==> src/verilog/bdr_pkg.sv <==
// Constants for the bus decode and reset-jump board logic
package bdr_pkg;
    localparam int          ADDR_W         = 16;
    localparam int          DATA_W         = 8;
    localparam int          WIN_SEL_W      = 3;
    localparam logic [2:0]  WIN_SEL_DEF    = 3'h2;
    localparam int          WIN_OFF_W      = 12;
    localparam int          LOW1K_HI       = 11;
    localparam int          LOW1K_LO       = 10;
    localparam logic [1:0]  LOW1K_SLICE    = 2'h0;
    localparam logic        PROM_SEL       = 1'h0;
    localparam logic [11:0] RAM_BASE_OFF   = 12'h800;
    localparam int          RAM_DEPTH      = 256;
    localparam int          RAM_AW         = 8;
    localparam int          PROM_DEPTH     = 2048;
    localparam int          PROM_AW        = 11;
    localparam int          JUMP_BYTES     = 3;
    localparam logic [1:0]  JUMP_CNT_RESET = 2'h0;
    localparam logic [7:0]  JUMP_OPCODE    = 8'hc3;
    localparam int          CLK_HZ         = 20_000_000;
    localparam int          CLK_NS         = 1_000_000_000 / CLK_HZ;
    localparam int          PROM_ACC_NS    = 650;
    localparam int          PROM_WAIT_CYC  = (PROM_ACC_NS + CLK_NS - 1) / CLK_NS;
    localparam int          WAIT_W         = 5;
endpackage

==> src/verilog/bdr_mem.sv <==
// Byte-wide RAM with registered read data
`timescale 1ns/1ns
module bdr_mem #(
    parameter int DEPTH = 256,
    parameter int AW    = 8
) (
    input  wire logic          ref_clk,
    input  wire logic          we,
    input  wire logic [AW-1:0] addr,
    input  wire logic [7:0]    wdata,
    output logic      [7:0]    rdata
);
    initial begin
        if (DEPTH > (1 << AW)) begin
            $error("bdr_mem depth exceeds address width");
        end
    end

    logic [7:0] mem [DEPTH];

    always_ff @(posedge ref_clk) begin
        if (we) begin
            mem[addr] <= wdata;
        end
        rdata <= mem[addr];
    end
endmodule

==> src/verilog/bdr_top.sv <==
// Memory and port decode, PROM wait states, monitor RAM and reset-jump
`timescale 1ns/1ns
// Contract
// - Jumpers on A14..A12 pick base, A15 high
// - Default base D000, only bit-13 jumper fitted
// - Board answers a 4 KB memory window
// - Sixteen ports share high digit of base
// - Board inserts own wait states for PROM
// - 256 bytes RAM inside the window
// - 2 KB monitor PROM inside the window
// - Reset-jump arms while reset low, substitutes fetches after release
// - Static strap enables or disables reset-jump
// - First fetch forced to jump opcode, next two from monitor PROM bytes 1 and 2
// - Disarm only by access in first 1 KB
// - Cycles qualified by bus strobes, 20 MHz clock
module bdr_top #(
    parameter logic [7:0] JUMP_LO = 8'h03,
    parameter int         WAIT_CYC = bdr_pkg::PROM_WAIT_CYC
) (
    input  wire logic                        ref_clk,
    input  wire logic                        rst_b,
    input  wire logic                        bus_reset_b,
    input  wire logic                        jump_strap_en,
    input  wire logic [bdr_pkg::WIN_SEL_W-1:0] jumper_fitted,
    input  wire logic [bdr_pkg::ADDR_W-1:0]  bus_addr,
    input  wire logic [bdr_pkg::DATA_W-1:0]  bus_dout,
    input  wire logic                        bus_psync,
    input  wire logic                        bus_pdbin,
    input  wire logic                        bus_pwr_b,
    input  wire logic                        bus_sinp,
    input  wire logic                        bus_sout,
    input  wire logic [bdr_pkg::DATA_W-1:0]  prom_rdata,
    input  wire logic [bdr_pkg::DATA_W-1:0]  port_rdata,
    output logic      [bdr_pkg::DATA_W-1:0]  bus_din,
    output logic                             bus_din_oe,
    output logic                             bus_rdy_b,
    output logic      [bdr_pkg::PROM_AW-1:0] prom_addr,
    output logic                             prom_cs,
    output logic      [3:0]                  port_num,
    output logic                             port_rd,
    output logic                             port_wr,
    output logic      [bdr_pkg::DATA_W-1:0]  port_wdata,
    output logic                             jump_armed
);
    initial begin
        if (WAIT_CYC < 1 || WAIT_CYC >= (1 << bdr_pkg::WAIT_W)) begin
            $error("bdr_top wait count out of range");
        end
    end

    typedef enum logic [1:0] {
        BDR_IDLE = 2'b00,
        BDR_WAIT = 2'b01,
        BDR_DATA = 2'b10
    } bdr_state_t;

    typedef struct packed {
        logic [bdr_pkg::ADDR_W-1:0] addr_s1;
        logic [bdr_pkg::ADDR_W-1:0] addr;
        logic [5:0]                 ctl_s1;
        logic [5:0]                 ctl;
        logic [bdr_pkg::DATA_W-1:0] dout_s1;
        logic [bdr_pkg::DATA_W-1:0] dout;
        logic [2:0]                 rst_s;
        logic [3:0]                 strap_s1;
        logic [3:0]                 strap_s2;
        logic                       strap_en;
        logic [bdr_pkg::WIN_SEL_W-1:0] base_sel;
        logic                       pwr_prev;
        logic                       psync_prev;
        logic                       armed;
        logic [1:0]                 jump_cnt;
        bdr_state_t                 state;
        logic [bdr_pkg::WAIT_W-1:0] wait_cnt;
        logic                       sel_ram;
        logic                       sub_read;
        logic [1:0]                 sub_idx;
        logic [bdr_pkg::DATA_W-1:0] din;
        logic                       din_oe;
        logic                       rdy_b;
        logic [bdr_pkg::PROM_AW-1:0] prom_addr;
        logic                       prom_cs;
        logic [3:0]                 port_num;
        logic                       port_rd;
        logic                       port_wr;
        logic [bdr_pkg::DATA_W-1:0] port_wdata;
    } bdr_regs_t;

    bdr_regs_t r;
    bdr_regs_t next_r;

    logic [bdr_pkg::DATA_W-1:0] ram_rdata;
    logic                       ram_we;
    logic [bdr_pkg::RAM_AW-1:0] ram_addr;

    // Synchronised bus fields
    logic psync_q, pdbin_q, pwr_q, sinp_q, sout_q, bus_rst_q;
    assign psync_q   = r.ctl[0];
    assign pdbin_q   = r.ctl[1];
    assign pwr_q     = ~r.ctl[2];
    assign sinp_q    = r.ctl[3];
    assign sout_q    = r.ctl[4];
    assign bus_rst_q = ~r.ctl[5];

    logic [3:0] base_hi;
    logic       mem_hit, io_hit, low1k, prom_hit, ram_hit, substitute;
    logic [11:0] off;

    always_comb begin
        base_hi = {1'b1, ~r.base_sel};
        off = r.addr[bdr_pkg::WIN_OFF_W-1:0];
        mem_hit = !sinp_q && !sout_q
                  && r.addr[bdr_pkg::ADDR_W-1:bdr_pkg::WIN_OFF_W] == base_hi;
        io_hit = (sinp_q || sout_q) && r.addr[7:4] == base_hi;
        prom_hit = mem_hit && off[bdr_pkg::LOW1K_HI] == bdr_pkg::PROM_SEL;
        ram_hit = mem_hit && off[11:bdr_pkg::RAM_AW] == bdr_pkg::RAM_BASE_OFF[11:8];
        low1k = mem_hit && off[bdr_pkg::LOW1K_HI:bdr_pkg::LOW1K_LO] == bdr_pkg::LOW1K_SLICE;
        substitute = r.armed && r.jump_cnt < 2'(bdr_pkg::JUMP_BYTES) && pdbin_q
                     && !sinp_q && !sout_q;
    end

    assign ram_addr = r.addr[bdr_pkg::RAM_AW-1:0];
    assign ram_we   = ram_hit && pwr_q && !r.pwr_prev;

    always_comb begin
        next_r = r;
        next_r.addr_s1 = bus_addr;
        next_r.addr    = r.addr_s1;
        next_r.ctl_s1  = {bus_reset_b, bus_sout, bus_sinp, bus_pwr_b, bus_pdbin, bus_psync};
        next_r.ctl     = r.ctl_s1;
        next_r.dout_s1 = bus_dout;
        next_r.dout    = r.dout_s1;
        next_r.rst_s   = {r.rst_s[1:0], 1'b1};
        next_r.strap_s1 = {jump_strap_en, jumper_fitted};
        next_r.strap_s2 = r.strap_s1;
        next_r.pwr_prev = pwr_q;
        next_r.psync_prev = psync_q;
        next_r.port_rd = 1'b0;
        next_r.port_wr = 1'b0;
        next_r.port_wdata = r.dout;
        // Straps taken once their synchroniser has filled after release
        if (r.rst_s == 3'b011) begin
            next_r.strap_en = r.strap_s2[bdr_pkg::WIN_SEL_W];
            next_r.base_sel = r.strap_s2[bdr_pkg::WIN_SEL_W-1:0];
        end
        if (bus_rst_q && r.strap_en) begin
            next_r.armed    = 1'b1;
            next_r.jump_cnt = bdr_pkg::JUMP_CNT_RESET;
        end else if (r.armed && psync_q && !sinp_q && !sout_q && low1k
                     && r.jump_cnt >= 2'(bdr_pkg::JUMP_BYTES)) begin
            next_r.armed = 1'b0;
        end
        case (r.state)
            BDR_IDLE: begin
                next_r.din_oe = 1'b0;
                next_r.rdy_b  = 1'b0;
                // One request per rising status strobe, which spans many clocks
                if (psync_q && !r.psync_prev && !bus_rst_q) begin
                    if (substitute || (prom_hit && pdbin_q)) begin
                        next_r.state     = BDR_WAIT;
                        next_r.wait_cnt  = bdr_pkg::WAIT_W'(WAIT_CYC);
                        next_r.rdy_b     = 1'b1;
                        next_r.prom_cs   = 1'b1;
                        next_r.sel_ram   = 1'b0;
                        next_r.sub_read  = substitute;
                        next_r.sub_idx   = r.jump_cnt;
                        next_r.prom_addr = substitute ? bdr_pkg::PROM_AW'(r.jump_cnt)
                                                      : off[bdr_pkg::PROM_AW-1:0];
                    end else if (ram_hit && pdbin_q) begin
                        next_r.state   = BDR_DATA;
                        next_r.sel_ram = 1'b1;
                    end else if (io_hit) begin
                        next_r.port_num = r.addr[3:0];
                        next_r.port_rd  = sinp_q;
                        next_r.port_wr  = sout_q;
                        if (sinp_q) begin
                            next_r.state   = BDR_DATA;
                            next_r.sel_ram = 1'b0;
                        end
                    end
                end
            end
            BDR_WAIT: begin
                next_r.wait_cnt = r.wait_cnt - 1'b1;
                if (r.wait_cnt == 1) begin
                    next_r.state = BDR_DATA;
                    next_r.rdy_b = 1'b0;
                end
            end
            BDR_DATA: begin
                next_r.din_oe = 1'b1;
                if (r.prom_cs) begin
                    if (r.sub_read && r.sub_idx == bdr_pkg::JUMP_CNT_RESET) begin
                        next_r.din = bdr_pkg::JUMP_OPCODE;
                    end else begin
                        next_r.din = prom_rdata;
                    end
                end else if (r.sel_ram) begin
                    next_r.din = ram_rdata;
                end else begin
                    next_r.din = port_rdata;
                end
                if (!pdbin_q) begin
                    next_r.state   = BDR_IDLE;
                    next_r.din_oe  = 1'b0;
                    next_r.prom_cs = 1'b0;
                    if (r.sub_read) begin
                        next_r.jump_cnt = r.jump_cnt + 1'b1;
                        next_r.sub_read = 1'b0;
                    end
                end
            end
            default: begin
                next_r.state = BDR_IDLE;
            end
        endcase
    end

    always_ff @(posedge ref_clk) begin
        if (!rst_b) begin
            r <= '0;
            r.ctl_s1 <= 6'h24;
            r.ctl    <= 6'h24;
            r.base_sel <= bdr_pkg::WIN_SEL_DEF;
            r.state  <= BDR_IDLE;
        end else begin
            r <= next_r;
        end
    end

    bdr_mem #(
        .DEPTH (bdr_pkg::RAM_DEPTH),
        .AW    (bdr_pkg::RAM_AW)
    ) u_ram (
        .ref_clk (ref_clk),
        .we      (ram_we),
        .addr    (ram_addr),
        .wdata   (r.dout),
        .rdata   (ram_rdata)
    );

    assign bus_din    = r.din;
    assign bus_din_oe = r.din_oe;
    assign bus_rdy_b  = r.rdy_b;
    assign prom_addr  = r.prom_addr;
    assign prom_cs    = r.prom_cs;
    assign port_num   = r.port_num;
    assign port_rd    = r.port_rd;
    assign port_wr    = r.port_wr;
    assign port_wdata = r.port_wdata;
    assign jump_armed = r.armed;
endmodule

==> config.mk <==
export PLATFORM = sky130hd
export DESIGN_NAME = bdr_top
export DESIGN_NICKNAME = d
export VERILOG_FILES = /design/src/verilog/bdr_pkg.sv /design/src/verilog/bdr_mem.sv /design/src/verilog/bdr_top.sv
export SDC_FILE = /design/constraint.sdc
export NUM_CORES = 2
export LEC_CHECK = 0
export BUFFER_PORTS_ARGS = -buffer_cell sky130_fd_sc_hd__buf_4
export CORE_AREA = 4 4 532 534
export CTS_CLUSTER_DIAMETER = 60
export DETAILED_ROUTE_END_ITERATION = 7
export DIE_AREA = 0 0 536 538
export HOLD_SLACK_MARGIN = 0.15
export PLACE_DENSITY_LB_ADDON = 0.15
export SETUP_SLACK_MARGIN = 0.05
export SKIP_CTS_REPAIR_TIMING = 1
export SYNTH_ARGS = -nofsm -noshare
export SYNTH_HDL_FRONTEND = slang
export SYNTH_HIERARCHICAL = 1
export SYNTH_SLANG_ARGS = --single-unit
==> constraint.sdc <==
create_clock -name ref_clk -period 5 [get_ports ref_clk]
set_input_delay 0 -clock ref_clk [delete_from_list [all_inputs] [get_ports ref_clk]]
set_output_delay 0 -clock ref_clk [all_outputs]
set_load 0.1 [all_outputs]
Word level (Yosys, flattened, before mapping)

Memories as Yosys holds them, arrays and structs flattened. A register that Yosys moved wholly into a read port is not among the register bits.
Cells that the tools add are included.

$lt $le $gt $ge: 2
Reductions and logical operators: 45
Add/subtract/negate cells: 2
Bitwise gates (word level): 10
Mux-type cells: 45
Eq/ne operators: 13

Operator list:

| operator           | count |
|---|---|
| $mux 65            | 1 |
| $mux 11            | 3 |
| $mux 8             | 4 |
| $mux 6             | 4 |
| $logic_and 1x1->1  | 23 |
| $mux 19            | 1 |
| $mux 2             | 9 |
| $mux 13            | 1 |
| $mux 1             | 12 |
| $pmux 5 s2         | 1 |
| $reduce_and 5->1   | 2 |
| $not 1->1          | 9 |
| $eq 4x4->1         | 2 |
| $mux 4             | 2 |
| $ne 2x2->1 const B | 4 |
| $ne 4x4->1 const B | 2 |
| $pmux 1 s2         | 4 |
| $reduce_and 4->1   | 2 |
| $logic_not 2->1    | 3 |
| $pmux 2 s3         | 1 |
| $reduce_and 3->1   | 2 |
| $reduce_bool 2->1  | 3 |
| $reduce_bool 3->1  | 2 |
| $reduce_or 6->1    | 1 |
| 15 further kinds   | 19 |

Memory bits (writable): 2048
Flip-flop bits (word level): 127
Input bits: 52
Word-level logic and storage cells: 148
Memories: 1

Memories:

| name      | depth | width | rd ports | clocked after Yosys merged registers in | write ports | line          | source |
|---|---|---|---|---|---|---|---|
| u_ram.mem | 256   | 8     | 1        | 1                                       | 1           | bdr_mem.sv:19 | `logic [7:0] mem [DEPTH];` |

Longest topological paths before layout

Word-level depth: 10
Gate-level depth with buffers: 10

By module

The synthesis kept the hierarchy.

Modules (own cells, without submodules):

| module  | area each (um2) | instances | cells each |
|---|---|---|---|
| bdr_mem | 78492.8         | 1         | 3547 |
| bdr_top | 4697.0          | 1         | 455 |

Worst setup path before layout

OpenSTA, ideal clock, no wires.

Path type: reg2reg
Start: register r (netlist bit next_r[0])
End: memory u_ram.mem[0][0] (data pin)
Required time: 4.145 ns
Arrival time: 3.392 ns
Setup slack: 0.754 ns
Stages on the path, launching flop included: 1
Buffers on the path: 0
Path through: dfxtp_1

RTL lines:

| what                     | line           | source |
|---|---|---|
| start: declaration       | bdr_top.sv:89  | `bdr_regs_t r;` |
| start signal: assignment | bdr_top.sv:227 | `r <= next_r;` |
| end: declaration         | bdr_mem.sv:19  |  |

No word-level cell before the write port.

Worst setup path after layout

Start: register r[87] (netlist name)
End: memory u_ram.mem[55][1], enable pin

Longest elaborated chain between the ends: 8

Ends and longest elaborated chain:

| what                           | line           | source |
|---|---|---|
| $logic_not 1->1                | bdr_top.sv:112 | `mem_hit = !sinp_q && !sout_q` |
| $logic_and 1x1->1              | bdr_top.sv:112 |  |
| $logic_and 1x1->1              | bdr_top.sv:113 | `&& r.addr[bdr_pkg::ADDR_W-1:bdr_pkg::WIN_OFF_W] == base_hi;` |
| $logic_and 1x1->1              | bdr_top.sv:116 | `ram_hit = mem_hit && off[11:bdr_pkg::RAM_AW] == bdr_pkg::RAM_BASE_OFF[11:8];` |
| $logic_and 1x1->1 (2 in a row) | bdr_top.sv:123 | `assign ram_we = ram_hit && pwr_q && !r.pwr_prev;` |
| net ram_we                     | bdr_top.sv:93  | `logic ram_we;` |
| $mux 1                         | bdr_mem.sv:22  | `if (we) begin` |
| $mux 1 (implied by the code)   | bdr_mem.sv:23  | `mem[addr] <= wdata;` |

The timed path passes the listed nets, and every way through them passes these cells.

==> results.py <==
metrics = {
    "run_status": {
        "status": "finished, final reports clean",
    },
    "clocking": {
        "insertion_delay_ns": 0.89,
        "clkTransAtPathRegs_ns": 0.06,
        "clockBufferDepth": 4,
        "numCtsBuffers": 241,
        "cts_root_buf": "clkbuf_16",
        "cts_tree": "yes",
        "htreeDepth": 4,
        "cts_sinks": 2183,
    },
    "synth": {
        "async_flop_share_pct": 0,
        "synth_common_cells": "2048 x edfxtp_1, 512 x mux4_2, 256 x a22oi_1, 240 x nor2_1, 163 x clkbuf_1",
        "syn-mean-instance-area_sq_um": 20.79,
        "yosysWarningCount": 6,
        "syn_nets": 4057,
        "syn_inst": 4002,
        "synth.most_common_cell": "edfxtp_1",
        "synth_area_sq_mm": 0.08319,
        "yosys.area.top_type_share_pct": 73.93,
        "yosysUniqueCellTypes": 56,
        "synth_edf_count": 2048,
        "yosys_register_bits": 2183,
        "synth_largest_area_cell": "edfxtp_1",
        "synth_area_leaders": "edfxtp_1 74%, mux4_2 14%, dfxtp_1 3.2%",
        "yosysSeqAreaShare_pct": 77.17,
        "synth_flop_cell": "edfxtp_1",
    },
    "setup_path": {
        "crit-reg2reg-capture": "u_ram/mem[55][1]",
        "worstSetupPathType": "reg -> reg",
        "critPathLaunchType": "register",
        "r2r_cells": 9,
        "crit_path_end_kind": "register",
        "required_ns": 5.48,
        "crit_fanout": 13,
        "arrival_ns": 4.65,
        "rrSetupSlack_ns": 0.83,
        "regToRegStartpoint": "r[87]",
    },
    "drt": {
        "ant_nets": 0,
        "avgRoutedWirePerCell_microns": 27.64,
        "drc": 0,
        "drtIter0Drc": 3625,
        "drt_wl_total_microns": 232200,
        "via_count": 41440,
        "viasPerCell": 4.933,
        "firstDrtPassIters": 5,
    },
    "power": {
        "p_leak_nw": 30.27,
        "powerDensity_mw_per_mm2": 390.1,
        "seq_power_share_pct": 51.9,
        "power.switching_mw": 8.160,
        "power_frac_clock_pct": 44.6,
        "pwr-share-comb_pct": 3.5,
        "peakVddDrop_uv": 292.5,
        "switching_share_pct": 21.15,
        "p_int_mw": 30.43,
        "power_mw": 38.59,
    },
    "floorplan": {
        "die_width_microns": 536,
        "start_util_pct": 29.88,
        "fp.dieH_microns": 538,
        "ios": 89,
        "coreArea_sq_mm": 0.2784,
        "die_area_sq_mm": 0.2884,
        "num_rows": 194,
    },
    "layout": {
        "nets": 4533,
        "drive_gt1_share_pct": 27.49,
        "final_cells": 8400,
        "syn_to_final_growth_pct": 18.90,
    },
    "hold_path": {
        "holdCritStartpoint": "rst_b",
        "hold_path_depth": 3,
        "min_to": "r[88]",
        "holdCritPathClass": "in -> reg",
    },
    "grt": {
        "antenna_found_initial": 4,
        "track_usage_pct": 15.71,
        "grt_pass1_wl_microns": 327200,
        "grt_max_degree": 165,
        "grt_pass1_vias": 42170,
        "grt-ovfl-total": 0,
    },
    "timing": {
        "rsz0062_at_grt": "false",
        "post-route-period-util_pct": 83.41,
        "worst_pin_slew_ns": 1.162,
        "hold_viol": 0,
        "slew-limit-headroom_pct": 21.49,
        "finalSetupTns_ns": 0,
        "period_needed_ns": 4.170,
        "final-setup-viol-count": 0,
        "drv_slew": 0,
        "max_freq_mhz": 239.8,
        "skew_ns": 0.06848,
    },
    "placement": {
        "dpl.hpwl_microns": 140000,
        "place_inst": 7831,
        "port_buffers": 88,
        "gp_congestion": 0.8008,
    },
    "job": {
        "cap_violations": 0,
    },
}
==> sequential cells by signal (all words and copies together), names as in the netlist <==
name,flops
prom_addr,11
r,32
u_ram/mem,2048
next_r,45
bus_din_oe,1
bus_rdy_b,1
port_num,4
off,12
u_ram/rdata,8
prom_cs,1
pdbin_q,1
jump_armed,1
port_wr,1
port_rd,1
bus_din,8
port_wdata,8
==> worst max-delay path, cell delays in order, from the launching register on <==
cell     delay (ns)
dfxtp_1        0.34
nor3b_1        0.24
nand4_2        0.24
or2_2          0.36
nor4b_2        0.53
buf_4          0.35
inv_1          0.15
or3_1          0.66
buf_4          0.33
nor2_1         0.57
==> area by class of cell <==
cell class / count / area, sq um
antenna: 2 / 5.005
clock buffer: 300 / 6365
clock inverter: 139 / 1219
fill: 25850 / 179500
inverter: 6 / 22.52
multi-input combinational: 1527 / 17650
sequential: 2183 / 64240
tap: 3724 / 4659
timing repair buffer: 519 / 4755
==> power groups by stage <==
| stage | registers [mW] | clock network (mW) | logic (mW) |
|---|---|---|---|
| 6_report | 20.0 | 17.2 | 1.36 |
| 5_1_grt | 20.0 | 18.5 | 1.44 |
| 4_1_cts | 20.0 | 17.7 | 1.32 |
| 3_5_place_dp | 20.4 | 0 | 1.32 |
| 3_3_place_gp | 20.4 | 0 | 1.32 |
| 2_1_floorplan | 20.5 | 0 | 0.672 |
==> metrics by stage <==
step	hold slack, ns	instance area (sq um)	utilization, %	setup slack (ns)
after global placement	0.1946	90040	32.34	0.8341
final	0.1600	98910	35.53	0.8296
after CTS	-0.7709	97630	35.07	0.8369
after global routing	0.1580	98910	35.53	0.6572
after detailed placement	0.2021	90040	32.34	0.8696
after floorplan	0.02772	83190	-	0.7537
==> per-layer routing <==
layer / vias to the layer above / GRT usage, % / share of wire, %
met3: 333 / 2.486 / 4.8
met5: - / 0 / 0
met1: 22480 / 22.09 / 45
met4: 0 / 4.375 / 2.8
met2: 1057 / 25.33 / 48
li1: 17570 / - / -
==> cells by family after synthesis <==
group / after synthesis / synth area share (%)
AOI/OAI and AO/OA: 478 / 3.960
xor gates and xnor gates: 8 / 0.08423
adders and majority gates: 3 / 0.04513
DFF: 2183 / 77.17
muxes: 530 / 14.08
and+or+nand+nor: 508 / 2.907
buffers and inverters: 292 / 1.745
==> layout by cell type, fill, tap and decap left out, drive strengths merged, types with 6 or more instances in the layout <==
cell type and count:
a21boi 11, mux2i 14, dlygate4sd3 128, inv 20
nand4 22, clkinv 100, dfxtp 135, a21oi 131
buf 391, xor2 6, nand2b 14, nand3 19
o21ai 21, edfxtp 2048, and2 81, nor2b 18
o211a 7, mux4 512, clkinvlp 6, a22oi 256
o41ai 32, nor3 35, clkbuf 300, bufinv 19
nor2 240, nand2 57
==> worst max path at each step <==
stage                     depth (start not counted)  startpoint          endpoint  slack, ns
final                                             9       r[87]  u_ram/mem[55][1]       0.83
after global placement                            9       r[87]  u_ram/mem[23][4]       0.83
after floorplan                                   0   next_r[0]   u_ram/mem[0][0]       0.75
after detailed placement                          9       r[87]  u_ram/mem[55][1]       0.87
after CTS                                         9       r[87]  u_ram/mem[55][1]       0.84
after global routing                              9       r[87]  u_ram/mem[55][1]       0.66
Note: power is estimated with default switching activity, not from simulation.
